## src/ivr_pkg.sv

```systemverilog
// Constants for the interrupt vector relocation block
package ivr_pkg;
   // Register map (byte addresses on the AHB-Lite slave)
   localparam logic [7:0] GIC_OFFSET = 8'h00;
   localparam logic [7:0] FUSE_OFFSET = 8'h04;
   localparam logic [7:0] STAT_OFFSET = 8'h08;
   // Field positions in general_interrupt_control
   localparam int UNLOCK_BIT = 0;
   localparam int SELECT_BIT = 1;
   // Field positions in the fuse/lock register
   localparam int BOOT_RESET_BIT = 0;
   localparam int BOOT_SIZE_LO = 1;
   localparam int APP_LOCK_BIT = 3;
   localparam int BOOT_LOCK_BIT = 4;
   // Fuse reset value: boot reset unprogrammed (1), 2K boot area (00), locks off (1)
   localparam logic [7:0] FUSE_RESET = 8'h19;
   localparam logic [7:0] GIC_RESET = 8'h00;
   // Unlock window in CPU cycles
   localparam logic [2:0] UNLOCK_CYCLES = 3'h4;
   // Program counter width in bits (word addresses)
   localparam int PC_W = 12;
   // Boot area start words per boot-size code (00 = 2K bytes = 1K words)
   localparam logic [11:0] BOOT_START_0 = 12'hC00;
   localparam logic [11:0] BOOT_START_1 = 12'hE00;
   localparam logic [11:0] BOOT_START_2 = 12'hF00;
   localparam logic [11:0] BOOT_START_3 = 12'hF80;
   // AHB constants
   localparam logic [1:0] HTRANS_NONSEQ = 2'h2;
   localparam logic [1:0] HTRANS_SEQ = 2'h3;
   localparam logic HRESP_OKAY = 1'b0;
endpackage

```

## src/ivr_vector_calc.sv

```systemverilog
// Vector address computation from fuses and select bit
`timescale 1ns/100ps
module ivr_vector_calc (
   input wire logic [1:0] i_boot_size,
   input wire logic i_boot_reset_n,
   input wire logic i_select,
   input wire logic [4:0] i_vec_num,
   output logic [11:0] o_boot_start,
   output logic [11:0] o_reset_addr,
   output logic [11:0] o_vec_addr
);
   // Boot start from size code; larger code means smaller boot area
   always_comb begin
      case (i_boot_size)
         2'h0: o_boot_start = ivr_pkg::BOOT_START_0;
         2'h1: o_boot_start = ivr_pkg::BOOT_START_1;
         2'h2: o_boot_start = ivr_pkg::BOOT_START_2;
         default: o_boot_start = ivr_pkg::BOOT_START_3;
      endcase
   end

   // Reset vector follows the boot reset and boot size fuses, not the select bit
   assign o_reset_addr = i_boot_reset_n ? 12'h000 : o_boot_start;

   // One word per vector, base offset by boot start when relocated
   assign o_vec_addr = (i_select ? o_boot_start : 12'h000) + {7'h00, i_vec_num};
endmodule

```

## src/ivr_top.sv

```systemverilog
// Interrupt vector relocation controller with AHB-Lite register access
// Operation
// - Select bit picks application or boot table
// - Boot start derived from boot size fuses
// - Interrupts blocked from unlock through next instruction
// - Unwritten unlock blocks interrupts four cycles
// - Global interrupt enable bit left untouched
// - Unlock clears after four cycles or select
// - Boot vectors plus app lock block app
// - App vectors plus boot lock block boot
// - Fuse off, select on: reset 000, vectors C01
// - Fuse on, select off: reset C00, vectors 001
// - Fuse on, select on: all C00 through C12
// - Programmed boot fuse moves reset address
// - Relocated vector equals base plus boot start
`timescale 1ns/100ps
module ivr_top #(
   parameter int NUM_SRC = 18
) (
   input wire logic i_sys_clk,
   input wire logic i_sys_rst,
   // AHB-Lite slave
   input wire logic i_hsel,
   input wire logic [7:0] i_haddr,
   input wire logic [1:0] i_htrans,
   input wire logic i_hwrite,
   input wire logic [2:0] i_hsize,
   input wire logic [31:0] i_hwdata,
   input wire logic i_hready,
   output logic [31:0] o_hrdata,
   output logic o_hreadyout,
   output logic o_hresp,
   // Core side
   input wire logic [11:0] i_core_pc,
   input wire logic i_instr_done,
   input wire logic [NUM_SRC-1:0] i_irq_src,
   input wire logic i_global_ie,
   output logic o_irq_req,
   output logic [11:0] o_irq_vector,
   output logic [11:0] o_reset_vector,
   output logic o_irq_blocked
);
   ////////////////////////////////////////////////////////////////////////
   // Unlock sequence states
   typedef enum logic [2:0] {
      ST_IDLE = 3'b001,
      ST_ARMED = 3'b010,
      ST_TAIL = 3'b100
   } seq_type;

   seq_type st_q, st_d;
   logic [2:0] cnt_q, cnt_d;
   logic sel_q, sel_d;
   logic [7:0] fuse_q, fuse_d;
   logic wr_pend_q, wr_pend_d;
   logic [7:0] addr_q, addr_d;
   logic [31:0] rdata_q, rdata_d;
   logic irq_q, irq_d;
   logic [11:0] vec_q, vec_d;
   logic [11:0] rst_q, rst_d;
   logic blk_q, blk_d;
   logic wr_gic, wr_fuse, seq_block, lock_block, in_boot;
   logic [4:0] vec_num;
   logic [11:0] boot_start, reset_addr, vec_addr;

   ////////////////////////////////////////////////////////////////////////
   // Bus address phase capture; zero wait states so hreadyout stays high
   always_comb begin
      wr_pend_d = 1'b0;
      addr_d = addr_q;
      if (i_hsel && i_hready && (i_htrans == ivr_pkg::HTRANS_NONSEQ ||
            i_htrans == ivr_pkg::HTRANS_SEQ)) begin
         wr_pend_d = i_hwrite;
         addr_d = i_haddr;
      end
   end

   assign wr_gic = wr_pend_q && addr_q == ivr_pkg::GIC_OFFSET;
   assign wr_fuse = wr_pend_q && addr_q == ivr_pkg::FUSE_OFFSET;

   // Read data registered from the address phase; unmapped reads zero
   always_comb begin
      rdata_d = 32'h0000_0000;
      if (i_hsel && i_hready && !i_hwrite && i_htrans[1]) begin
         case (i_haddr)
            ivr_pkg::GIC_OFFSET:
               rdata_d = {30'h0000_0000, sel_d, st_d == ST_ARMED};
            ivr_pkg::FUSE_OFFSET: rdata_d = {24'h00_0000, fuse_d};
            ivr_pkg::STAT_OFFSET:
               rdata_d = {18'h0_0000, blk_d, irq_d, vec_d};
            default: rdata_d = 32'h0000_0000;
         endcase
      end
   end

   ////////////////////////////////////////////////////////////////////////
   // Unlock window, select bit and fuse shadow
   always_comb begin
      st_d = st_q;
      cnt_d = cnt_q;
      sel_d = sel_q;
      fuse_d = fuse_q;
      if (wr_fuse) begin
         fuse_d = i_hwdata[7:0];
      end
      case (st_q)
         ST_IDLE: begin
            // Select write without unlock is dropped
            if (wr_gic && i_hwdata[ivr_pkg::UNLOCK_BIT]) begin
               st_d = ST_ARMED;
               // Full count: armed for four cycles after the data-phase edge
               cnt_d = ivr_pkg::UNLOCK_CYCLES;
            end
         end
         ST_ARMED: begin
            if (wr_gic && !i_hwdata[ivr_pkg::UNLOCK_BIT]) begin
               sel_d = i_hwdata[ivr_pkg::SELECT_BIT];
               st_d = ST_TAIL;
            end else if (cnt_q == 3'h1) begin
               st_d = ST_IDLE;
            end else begin
               cnt_d = cnt_q - 3'h1;
            end
         end
         ST_TAIL: begin
            // Hold blocking until the following instruction retires
            if (i_instr_done) begin
               st_d = ST_IDLE;
            end
         end
         default: st_d = ST_IDLE;
      endcase
   end

   ////////////////////////////////////////////////////////////////////////
   // Interrupt gating; global enable is only read, never written
   assign seq_block = st_q != ST_IDLE;
   assign in_boot = i_core_pc >= boot_start;
   assign lock_block = (sel_q && !fuse_q[ivr_pkg::APP_LOCK_BIT] && !in_boot) ||
      (!sel_q && !fuse_q[ivr_pkg::BOOT_LOCK_BIT] && in_boot);

   // Lowest numbered source wins
   always_comb begin
      vec_num = 5'h00;
      for (int i = NUM_SRC - 1; i >= 0; i--) begin
         if (i_irq_src[i]) begin
            vec_num = 5'(i + 1);
         end
      end
   end

   ivr_vector_calc u_calc (
      .i_boot_size(fuse_q[ivr_pkg::BOOT_SIZE_LO +: 2]),
      .i_boot_reset_n(fuse_q[ivr_pkg::BOOT_RESET_BIT]),
      .i_select(sel_q),
      .i_vec_num(vec_num),
      .o_boot_start(boot_start),
      .o_reset_addr(reset_addr),
      .o_vec_addr(vec_addr)
   );

   // Registered core outputs
   always_comb begin
      blk_d = seq_block || lock_block;
      irq_d = (|i_irq_src) && i_global_ie && !blk_d;
      vec_d = vec_addr;
      rst_d = reset_addr;
   end

   ////////////////////////////////////////////////////////////////////////
   // All state registers
   always_ff @(posedge i_sys_clk) begin
      if (i_sys_rst) begin
         st_q <= ST_IDLE;
         cnt_q <= 3'h0;
         sel_q <= ivr_pkg::GIC_RESET[ivr_pkg::SELECT_BIT];
         fuse_q <= ivr_pkg::FUSE_RESET;
         wr_pend_q <= 1'b0;
         addr_q <= 8'h00;
         rdata_q <= 32'h0000_0000;
         irq_q <= 1'b0;
         vec_q <= 12'h000;
         rst_q <= 12'h000;
         blk_q <= 1'b0;
      end else begin
         st_q <= st_d;
         cnt_q <= cnt_d;
         sel_q <= sel_d;
         fuse_q <= fuse_d;
         wr_pend_q <= wr_pend_d;
         addr_q <= addr_d;
         rdata_q <= rdata_d;
         irq_q <= irq_d;
         vec_q <= vec_d;
         rst_q <= rst_d;
         blk_q <= blk_d;
      end
   end

   assign o_hrdata = rdata_q;
   assign o_hreadyout = 1'b1;
   assign o_hresp = ivr_pkg::HRESP_OKAY;
   assign o_irq_req = irq_q;
   assign o_irq_vector = vec_q;
   assign o_reset_vector = rst_q;
   assign o_irq_blocked = blk_q;
endmodule

```

## config.mk

```make
export PLATFORM = sky130hd
export DESIGN_NAME = ivr_top
export DESIGN_NICKNAME = d
export VERILOG_FILES = /design/src/ivr_pkg.sv /design/src/ivr_vector_calc.sv /design/src/ivr_top.sv
export SDC_FILE = /design/constraint.sdc
export NUM_CORES = 1
export LEC_CHECK = 0
export CORE_MARGIN = 1
export CORE_UTILIZATION = 46
export CTS_BUF_LIST = sky130_fd_sc_hd__clkbuf_16
export CTS_CLUSTER_SIZE = 20
export DETAILED_ROUTE_END_ITERATION = 8
export DONT_BUFFER_PORTS = 1
export PLACE_DENSITY_LB_ADDON = 0.25
export SLEW_MARGIN = 20
export SYNTH_ARGS = -nofsm -noshare
export SYNTH_HDL_FRONTEND = slang
export SYNTH_SLANG_ARGS = --single-unit
```

## constraint.sdc

```tcl
create_clock -name i_sys_clk -period 2.45 [get_ports i_sys_clk]
set_input_delay 0 -clock i_sys_clk [delete_from_list [all_inputs] [get_ports i_sys_clk]]
set_output_delay 0 -clock i_sys_clk [all_outputs]
set_load 0.03 [all_outputs]
```

# Word level (Yosys, flattened, before mapping)
# Index checks and enable logic that the tools add are counted.
# totals
register_bits,82
in_bits,82
out_inout_bits,60
elab_cells,98
# op_classes
addsub,2
magnitude_cmp,1
n_eq_ne,16
muxes,33
n_bitwise,2
reduce_logical,33
# op_table
cell,n
two-way mux 5 bit,18
case mux 14 bit (3 select lines),1
case mux 10 bit (3 select lines),1
two-way mux 3 bit,7
OR reduction 18 bit,1
equality test 8 x 3 -> 1 bit (second input constant),2
zero test 8 bit,2
logical AND 1 bit,14
adder 12 x 5 -> 12 bit,1
>= comparator 12 bit,1
two-way mux 12 bit,1
case mux 3 bit (3 select lines),1
equality test 8 x 4 -> 1 bit (second input constant),1
two-way mux 8 bit,1
zero test 1 bit,7
equality test 2 bit (second input constant),3
equality test 3 x 1 -> 1 bit (second input constant),2
equality test 3 x 2 -> 1 bit (second input constant),2
!= test 2 bit (second input constant),3
case mux 3 bit (2 select lines),1
OR reduction 2 bit,3
AND reduction 4 bit,1
equality test 3 bit (second input constant),1
logical OR 1 bit,3
7 further kinds,9

# Depth between registers and ports, before layout
# Gate-level depths: netlist of run 1.
# logic_depth
depth_word,20
depth_mapped,8
mapped_depth_nobuf,8

# Modules after synthesis
# From an unflattened synthesis of run 1, not the netlist that was laid out.
# hier_totals
cells_unflattened,358
hier_area_um2,3098.0
# modules_own_cells
module,n_inst,cells_per_inst,area_per_inst_um2,seq_area_each_um2
ivr_top,1,320,2830.2,1281.2
ivr_vector_calc,1,38,267.8,0.0

# Worst setup path after synthesis of run 1
# OpenSTA, ideal clock, no wires.
# synth_timing
path_kind,reg2reg
start,register addr_q[4]
end,"register rdata_q[0], in the netlist o_hrdata[0]"
setup_time_ps,75
t_arrival_ps,1799
required_ps,2375
slack_ps,576
path_stages_with_launch,7
path_buffers,0
synth_period_minus_slack_ps,1874
cell_sequence,dfxtp_1 > or4_1 > nor2_1 > nand2_1 > mux2i_1 > or2_2 > a21oi_1
# synth_via
elab_chain_cells,7
word_cells_on_any_way,12
cone_classes,eq/ne (2); mux (5); reduce/logical (5)
# synth_rtl
item,line_no,source
from (decl),ivr_top.sv:56,"logic [7:0] addr_q, addr_d;"
from (signal assigned),ivr_top.sv:191,addr_q <= addr_d;
zero test 8 bit,ivr_top.sv:78,assign wr_gic = wr_pend_q && addr_q == ivr_pkg::GIC_OFFSET;
logical AND 1 bit,ivr_top.sv:78,
logical AND 1 bit (on tied branches),"ivr_top.sv:116, ivr_top.sv:109",
two-way mux 3 bit (on tied branches),"ivr_top.sv:116, ivr_top.sv:109",
case mux 3 bit (3 select lines),ivr_top.sv:106,case (st_q)
equality test 3 x 2 -> 1 bit,ivr_top.sv:87,"rdata_d = {30'h0000_0000, sel_d, st_d == ST_ARMED};"
case mux 14 bit (3 select lines) *,ivr_top.sv:85,case (i_haddr)
to (signal assigned),ivr_top.sv:192,rdata_q <= rdata_d;
to (decl),ivr_top.sv:57,"logic [31:0] rdata_q, rdata_d;"
# Every way passes the cells marked *; elsewhere a longest branch is shown, timed or not.
# A chain may end at the register's enable or synchronous reset.

# Worst setup path in the final report of run 1
# layout_timing
start,register fuse_q[2]
end,"register blk_q, in the netlist o_irq_blocked"
# layout_via
elab_chain_cells,7
word_cells_on_any_way,10
cone_classes,order compare (1); eq/ne (2); mux (1); reduce/logical (6)
# layout_rtl
item,line_no,source
from (decl),ivr_top.sv:54,"logic [7:0] fuse_q, fuse_d;"
from (signal assigned),ivr_top.sv:177,fuse_q <= ivr_pkg::FUSE_RESET;
from (signal assigned),ivr_top.sv:189,fuse_q <= fuse_d;
equality test 2 bit (tied with other cells),ivr_vector_calc.sv:14,case (i_boot_size)
case mux 10 bit (3 select lines) *,ivr_vector_calc.sv:14,
net boot_start[7],ivr_top.sv:64,"logic [11:0] boot_start, reset_addr, vec_addr;"
>= comparator 12 bit *,ivr_top.sv:138,assign in_boot = i_core_pc >= boot_start;
zero test 1 bit,ivr_top.sv:139,assign lock_block = (sel_q && !fuse_q[ivr_pkg::APP_LOCK_BIT] && !in_boot) ||
logical AND 1 bit,ivr_top.sv:139,
logical OR 1 bit *,ivr_top.sv:139,
logical OR 1 bit *,ivr_top.sv:164,blk_d = seq_block || lock_block;
to (signal assigned),ivr_top.sv:196,blk_q <= blk_d;
to (decl),ivr_top.sv:61,"logic blk_q, blk_d;"
# Mark *: on every way through the listed nets, which the timed path passes. The rest lies on a longest branch.

==> out/metrics.yaml, run 1 <==
grt_max_degree: 36
hp-class: "in -> reg"
drt-wirelength-per-cell_um: 13.1
critPathCaptureType: "flop"
fin_skew_ns: 0.00717
drc: 0
worstHoldPathCells: 2
total_leakage_power_nw: 1.19
power_density_nw_per_um2: 637
synth-seq-cells: 52
relSlewSlack: 0.623
ios: 142
dieArea_um2: 5550
power_mw: 1.84
finalSetupViolCount: 0
hold_path_startpoint: "i_irq_src[17]"
final_common_cell: "dfxtp_1"
worst_ir_drop_vdd_uv: 322
cts_tree: "done"
yosysTopAreaCell: "dfxtp_1"
grt.met1_usage: 0.228
required_ns: 2.63
period_minus_slack_ns: 2.24
synth-edff-count: 0
netlist.area_leader.share: 0.430
routabilityCongestion: 0.824
drive_gt1_frac: 0.0639
clock-sinks: 52
start_util: 0.477
path_max_fanout: 6
worst_r2r_startpoint: "fuse_q[2]"
rr_endpoint: "o_irq_blocked"
numCtsBuffers: 5
cpLargestDelayFamily: "buffers and inverters"
yosysSeqAreaShare: 0.430
max_stage_delay_ns: 0.55
worst-r2r-cell-count: 8
avgSynthCellArea_um2: 8.64
maxSlewViolCount: 0
worst_path_max_delay_cell: "dlygate4sd3_1"
placed_area_um2: 2340
hold_viol_final: 1
fin_crit_sh: 0.916
use_met2: 0.323
instances_no_fill: 383
grt_pass1_wl_um: 7900
fin_tns_setup_ns: 0
layout_common_cells: "52 x dfxtp_1, 34 x nor2_1, 34 x dlygate4sd3_1"
async_flop_share: 0
start_kind: "flop"
grtUsageMet3: 0.0596
grt_use_total: 0.192
placed_cells: 340
num_vias: 1899
critical_path_arrival_ns: 2.43
drtIter0Drc: 47
grt.overflow.total: 0
dp_hpwl_um: 3550
row_count: 26
path_buf_inv: 1
ys.warnings.count: 0
crit_type: "reg -> reg"
antenna_found_initial: 0
fin_area_um2: 2890
netlist_area_um2: 2420
cp_cell_sequence: "and2_1 -> ha_1 -> nor4b_2 -> nand2_1 -> a31oi_1 -> mux2i_1 -> a21oi_1 -> dlygate4sd3_1"
die-width_um: 74.5
die_h_um: 74.5
diodes: 0
violations: "hold timing"
area_growth_syn_to_layout_pct: 19.5
port_buffers: 0
synth.distinct_cells: 45
synth_area_leaders: "dfxtp_1 43%, buf_4 9.9%, nor2_1 5.3%"
fin_nets: 399
rsz0062_at_grt: "no"
worstHoldEndpoint: "o_hrdata[12]"
antenna_left: 0
post_cts_buffers: 0
worst_pin_slew_ns: 0.565
clkTransAtPathRegs_ns: 0.07
grt_pass1_vias: 1764
fillers: 495
top_usage_layer: "met2"
whs_ns: -0.0191
r2r_setup_slack_ns: 0.21
maxCapViolCount: 0
cts_root_buffer: "clkbuf_16"
synthCells: 280
core_area_um2: 5070
clock_path_buffers: 2
cts.htree.levels: 2
wl_um: 5020
drtPass1Iterations: 4
status: "finished with violations"
max_freq_mhz: 446
viasPerCell: 4.96
synthFlopType: "dfxtp_1"
clock_latency_ns: 0.29
==> registers in the layout, summed over array words and instances, names as in the netlist, 3 cells and up <==
register        flops
addr_q              8
o_irq_vector        9
o_reset_vector      4
o_hrdata           13
st_q                3
cnt_q               3
fuse_q              8
==> synthesized netlist by cell type, types with 4 or more instances <==
library cell / instances
a21oi_1: 19
a31oi_1: 4
and2_1: 6
buf_4: 32
clkbuf_1: 4
dfxtp_1: 52
ha_1: 5
inv_1: 8
mux2i_1: 11
nand2_1: 27
nand2b_1: 7
nand3_1: 5
nor2_1: 34
nor3_1: 13
nor4_1: 5
or3_1: 4
==> stage by stage <==
step	setup WS (ns)	utilization
2_1_floorplan	0.576	-
3_3_place_gp	0.298	0.462
3_5_place_dp	0.302	0.462
4_1_cts	0.0690	0.567
5_1_grt	0.0201	0.570
6_report	0.206	0.570
==> worst register-to-register path, cell delays in order (launching register included) <==
cell,delay (ns)
dfxtp_1,0.35
and2_1,0.18
ha_1,0.27
nor4b_2,0.18
nand2_1,0.08
a31oi_1,0.18
mux2i_1,0.26
a21oi_1,0.09
dlygate4sd3_1,0.55
==> what timing repair did <==
action | CTS | global route
resized for setup | 0 | 3
endpoints found under the setup margin | 0 | 4
hold buffers | 35 | 0
endpoints found under the hold margin | 43 | 0
==> layer usage <==
metal | vias up | share of wire
met5 | - | 0
met4 | 0 | 0.013
met3 | 6 | 0.070
met2 | 71 | 0.49
met1 | 856 | 0.43
li1 | 966 | -
==> report_power, final <==
| part | switching, mW | internal, mW |
|---|---|---|
| clock | 0.313 | 0.487 |
| combinational | 0.110 | 0.0644 |
| sequential | 0.0133 | 0.854 |
==> area by class of cell <==
type                    instances  area [um2]  area share
flip-flops and latches         52        1040       0.360
clock inverters                 3        46.3      0.0160
well taps                      70        87.6      0.0303
multi-input cells             209        1190       0.413
inverters                       8        30.0      0.0104
clock buffers                   5         125      0.0433
repair buffers                 36         368       0.127
==> cells by family (layout without fill, tap and decap cells) <==
| group | Yosys count | in the layout | synth area share |
|---|---|---|---|
| other cells | 2 | 29 | 0.00310 |
| mux | 11 | 11 | 0.0455 |
| fa+ha+maj | 5 | 5 | 0.0259 |
| flops | 52 | 52 | 0.430 |
| xor+xnor | 1 | 1 | 0.00362 |
| simple gates | 123 | 123 | 0.260 |
| buf+inv | 46 | 52 | 0.125 |
| compound gates | 40 | 40 | 0.107 |
==> worst max path at each step <==
stage | from | endpoint | depth (start not counted)
floorplan | addr_q[4] | o_hrdata[0] | 6
global placement | addr_q[4] | o_hrdata[0] | 6
detailed placement | addr_q[4] | o_hrdata[0] | 6
CTS | addr_q[4] | fuse_q[2] | 6
global route | fuse_q[2] | o_irq_blocked | 8
finish | fuse_q[2] | o_irq_blocked | 8
(Power assumes the default switching activity.)
==> run 2: changes to the inputs <==
--- a/config.mk
+++ b/config.mk
@@ -5,8 +5,10 @@
 export SDC_FILE = /design/constraint.sdc
 export NUM_CORES = 1
 export LEC_CHECK = 0
+export CELL_PAD_IN_SITES_DETAIL_PLACEMENT = 1
+export CELL_PAD_IN_SITES_GLOBAL_PLACEMENT = 1
 export CORE_MARGIN = 1
-export CORE_UTILIZATION = 46
+export CORE_UTILIZATION = 43
 export CTS_BUF_LIST = sky130_fd_sc_hd__clkbuf_16
 export CTS_CLUSTER_SIZE = 20
 export DETAILED_ROUTE_END_ITERATION = 8
==> out/metrics.yaml, run 2 (synthesized netlist as in run 1, its figures left out) <==
num_vias: 2000  # +5.3%
max_freq_mhz: 425  # -4.7%
antenna_left: 0  # unchanged
cts_tree: "done"
final_common_cell: "dfxtp_1"
grt_max_degree: 36  # unchanged
drc: 0  # unchanged
clock-sinks: 52  # unchanged
startpoint: "fuse_q[1]"
fin_area_um2: 2810  # -2.9%
dp_hpwl_um: 4080  # +15%
ios: 142  # unchanged
row_count: 26  # unchanged
largest_reg_flops: 13  # unchanged
critical_path_arrival_ns: 2.53  # +0.10 ns
path_max_fanout: 4  # -2
routabilityCongestion: 0.740  # -10%
layout_common_cells: "52 x dfxtp_1, 34 x nor2_1, 29 x conb_1"
required_ns: 2.63  # about the same
worst_ir_drop_vdd_uv: 270  # -16%
total_leakage_power_nw: 1.14  # -4.0%
grt.overflow.total: 0  # unchanged
critPathCaptureType: "flop"
hp-class: "in -> reg"
grt_pass1_vias: 2053  # +16%
cts_root_buffer: "clkbuf_16"
fin_crit_sh: 0.961  # +0.0454
drt-wirelength-per-cell_um: 16.4  # +25%
maxSlewViolCount: 0  # unchanged
placed_cells: 341  # +0.29%
dieArea_um2: 5930  # +6.8%
numCtsBuffers: 5  # unchanged
start_util: 0.459  # -0.0177
wl_um: 6210  # +24%
hold_viol_final: 0  # -1
power_mw: 1.72  # -6.8%
instances_no_fill: 378  # -1.3%
fin_nets: 395  # -1.0%
relSlewSlack: 0.619  # -0.00397
drtIter0Drc: 69  # +47%
fin_tns_setup_ns: 0  # unchanged
clock_path_buffers: 2  # unchanged
diodes: 0  # unchanged
worst_pin_slew_ns: 0.571  # +0.00595 ns
clock_latency_ns: 0.29  # about the same
period_minus_slack_ns: 2.35  # +0.111 ns
clkTransAtPathRegs_ns: 0.07  # about the same
status: "complete, no violations"
grt_pass1_wl_um: 9870  # +25%
drive_gt1_frac: 0.0617  # -0.00221
fin_skew_ns: 0.00578  # -0.00138 ns
crit_type: "reg -> reg"
placed_area_um2: 2350  # +0.32%
area_growth_syn_to_layout_pct: 16.1
antenna_found_initial: 0  # unchanged
cts.htree.levels: 2  # unchanged
viasPerCell: 5.29  # +6.7%
drtPass1Iterations: 4  # unchanged
maxCapViolCount: 0  # unchanged
whs_ns: 0.00546  # +0.0246 ns
die_h_um: 77.0  # +3.3%
core_area_um2: 5270  # +3.8%
die-width_um: 77.0  # +3.3%
worst_r2r_startpoint: "fuse_q[1]"
port_buffers: 0  # unchanged
power_density_nw_per_um2: 611  # -4.1%
hold_path_startpoint: "i_irq_src[1]"
start_kind: "flop"
grt_use_total: 0.216  # +0.0241
finalSetupViolCount: 0  # unchanged
## run 2: timing repair
| action | 4_1_cts | 5_1_grt |
|---|---|---|
| hold buffers | 29 | 0 |
| buffers inserted | 0 | 1 |
| endpoints found under the hold margin | 44 | 0 |
| setup endpoints to repair | 0 | 1 |
| resized for setup | 0 | 2 |
## run 2: area by class of cell
type	instances	area (um2)
fillers	654	2460
multi-input cells	209	1190
flip-flops and latches	52	1040
repair buffers	32	323
clock buffers	5	125
well taps	70	87.6
inverters	8	30.0
clock inverters	2	12.5
## run 2: report_power, final
part	internal, mW	switching (mW)	total [mW]
clock network	0.372	0.304	0.675
registers	0.854	0.0136	0.868
logic	0.0602	0.113	0.173
## run 2: critical path: stages, from the launching register on
cell	delay, ns
dfxtp_1	0.34
and2_1	0.20
ha_1	0.27
nor4b_2	0.17
nand2_1	0.12
a31oi_2	0.23
mux2i_1	0.27
a21oi_1	0.09
dlygate4sd3_1	0.56
## run 2: routing by layer
layer  up-vias  GRT usage  routed length, um
met2        84      0.382               3130
met3        17     0.0679                398
met5         -          0                  0
met1       946      0.234               2520
li1        953          -                  -
met4         0     0.0962                158
## run 2: path summary, 6_finish.rpt
| path | end | slack (ns) | cells after the start |
|---|---|---|---|
| hold / removal | o_irq_vector[0] | 0.005 | 3 |
| setup reg to reg | o_irq_blocked | 0.1 | 8 |
| hold reg to reg | cnt_q[1] | 0.46 | 2 |
| setup / recovery | o_irq_blocked | 0.1 | 8 |
## run 2: through the flow
stage / util / worst slack [ns]
finish: 0.533 / 0.0952
CTS: 0.529 / 0.0786
global placement: 0.446 / 0.454
floorplan: - / 0.576
detailed placement: 0.446 / 0.414
global route: 0.533 / -0.0860
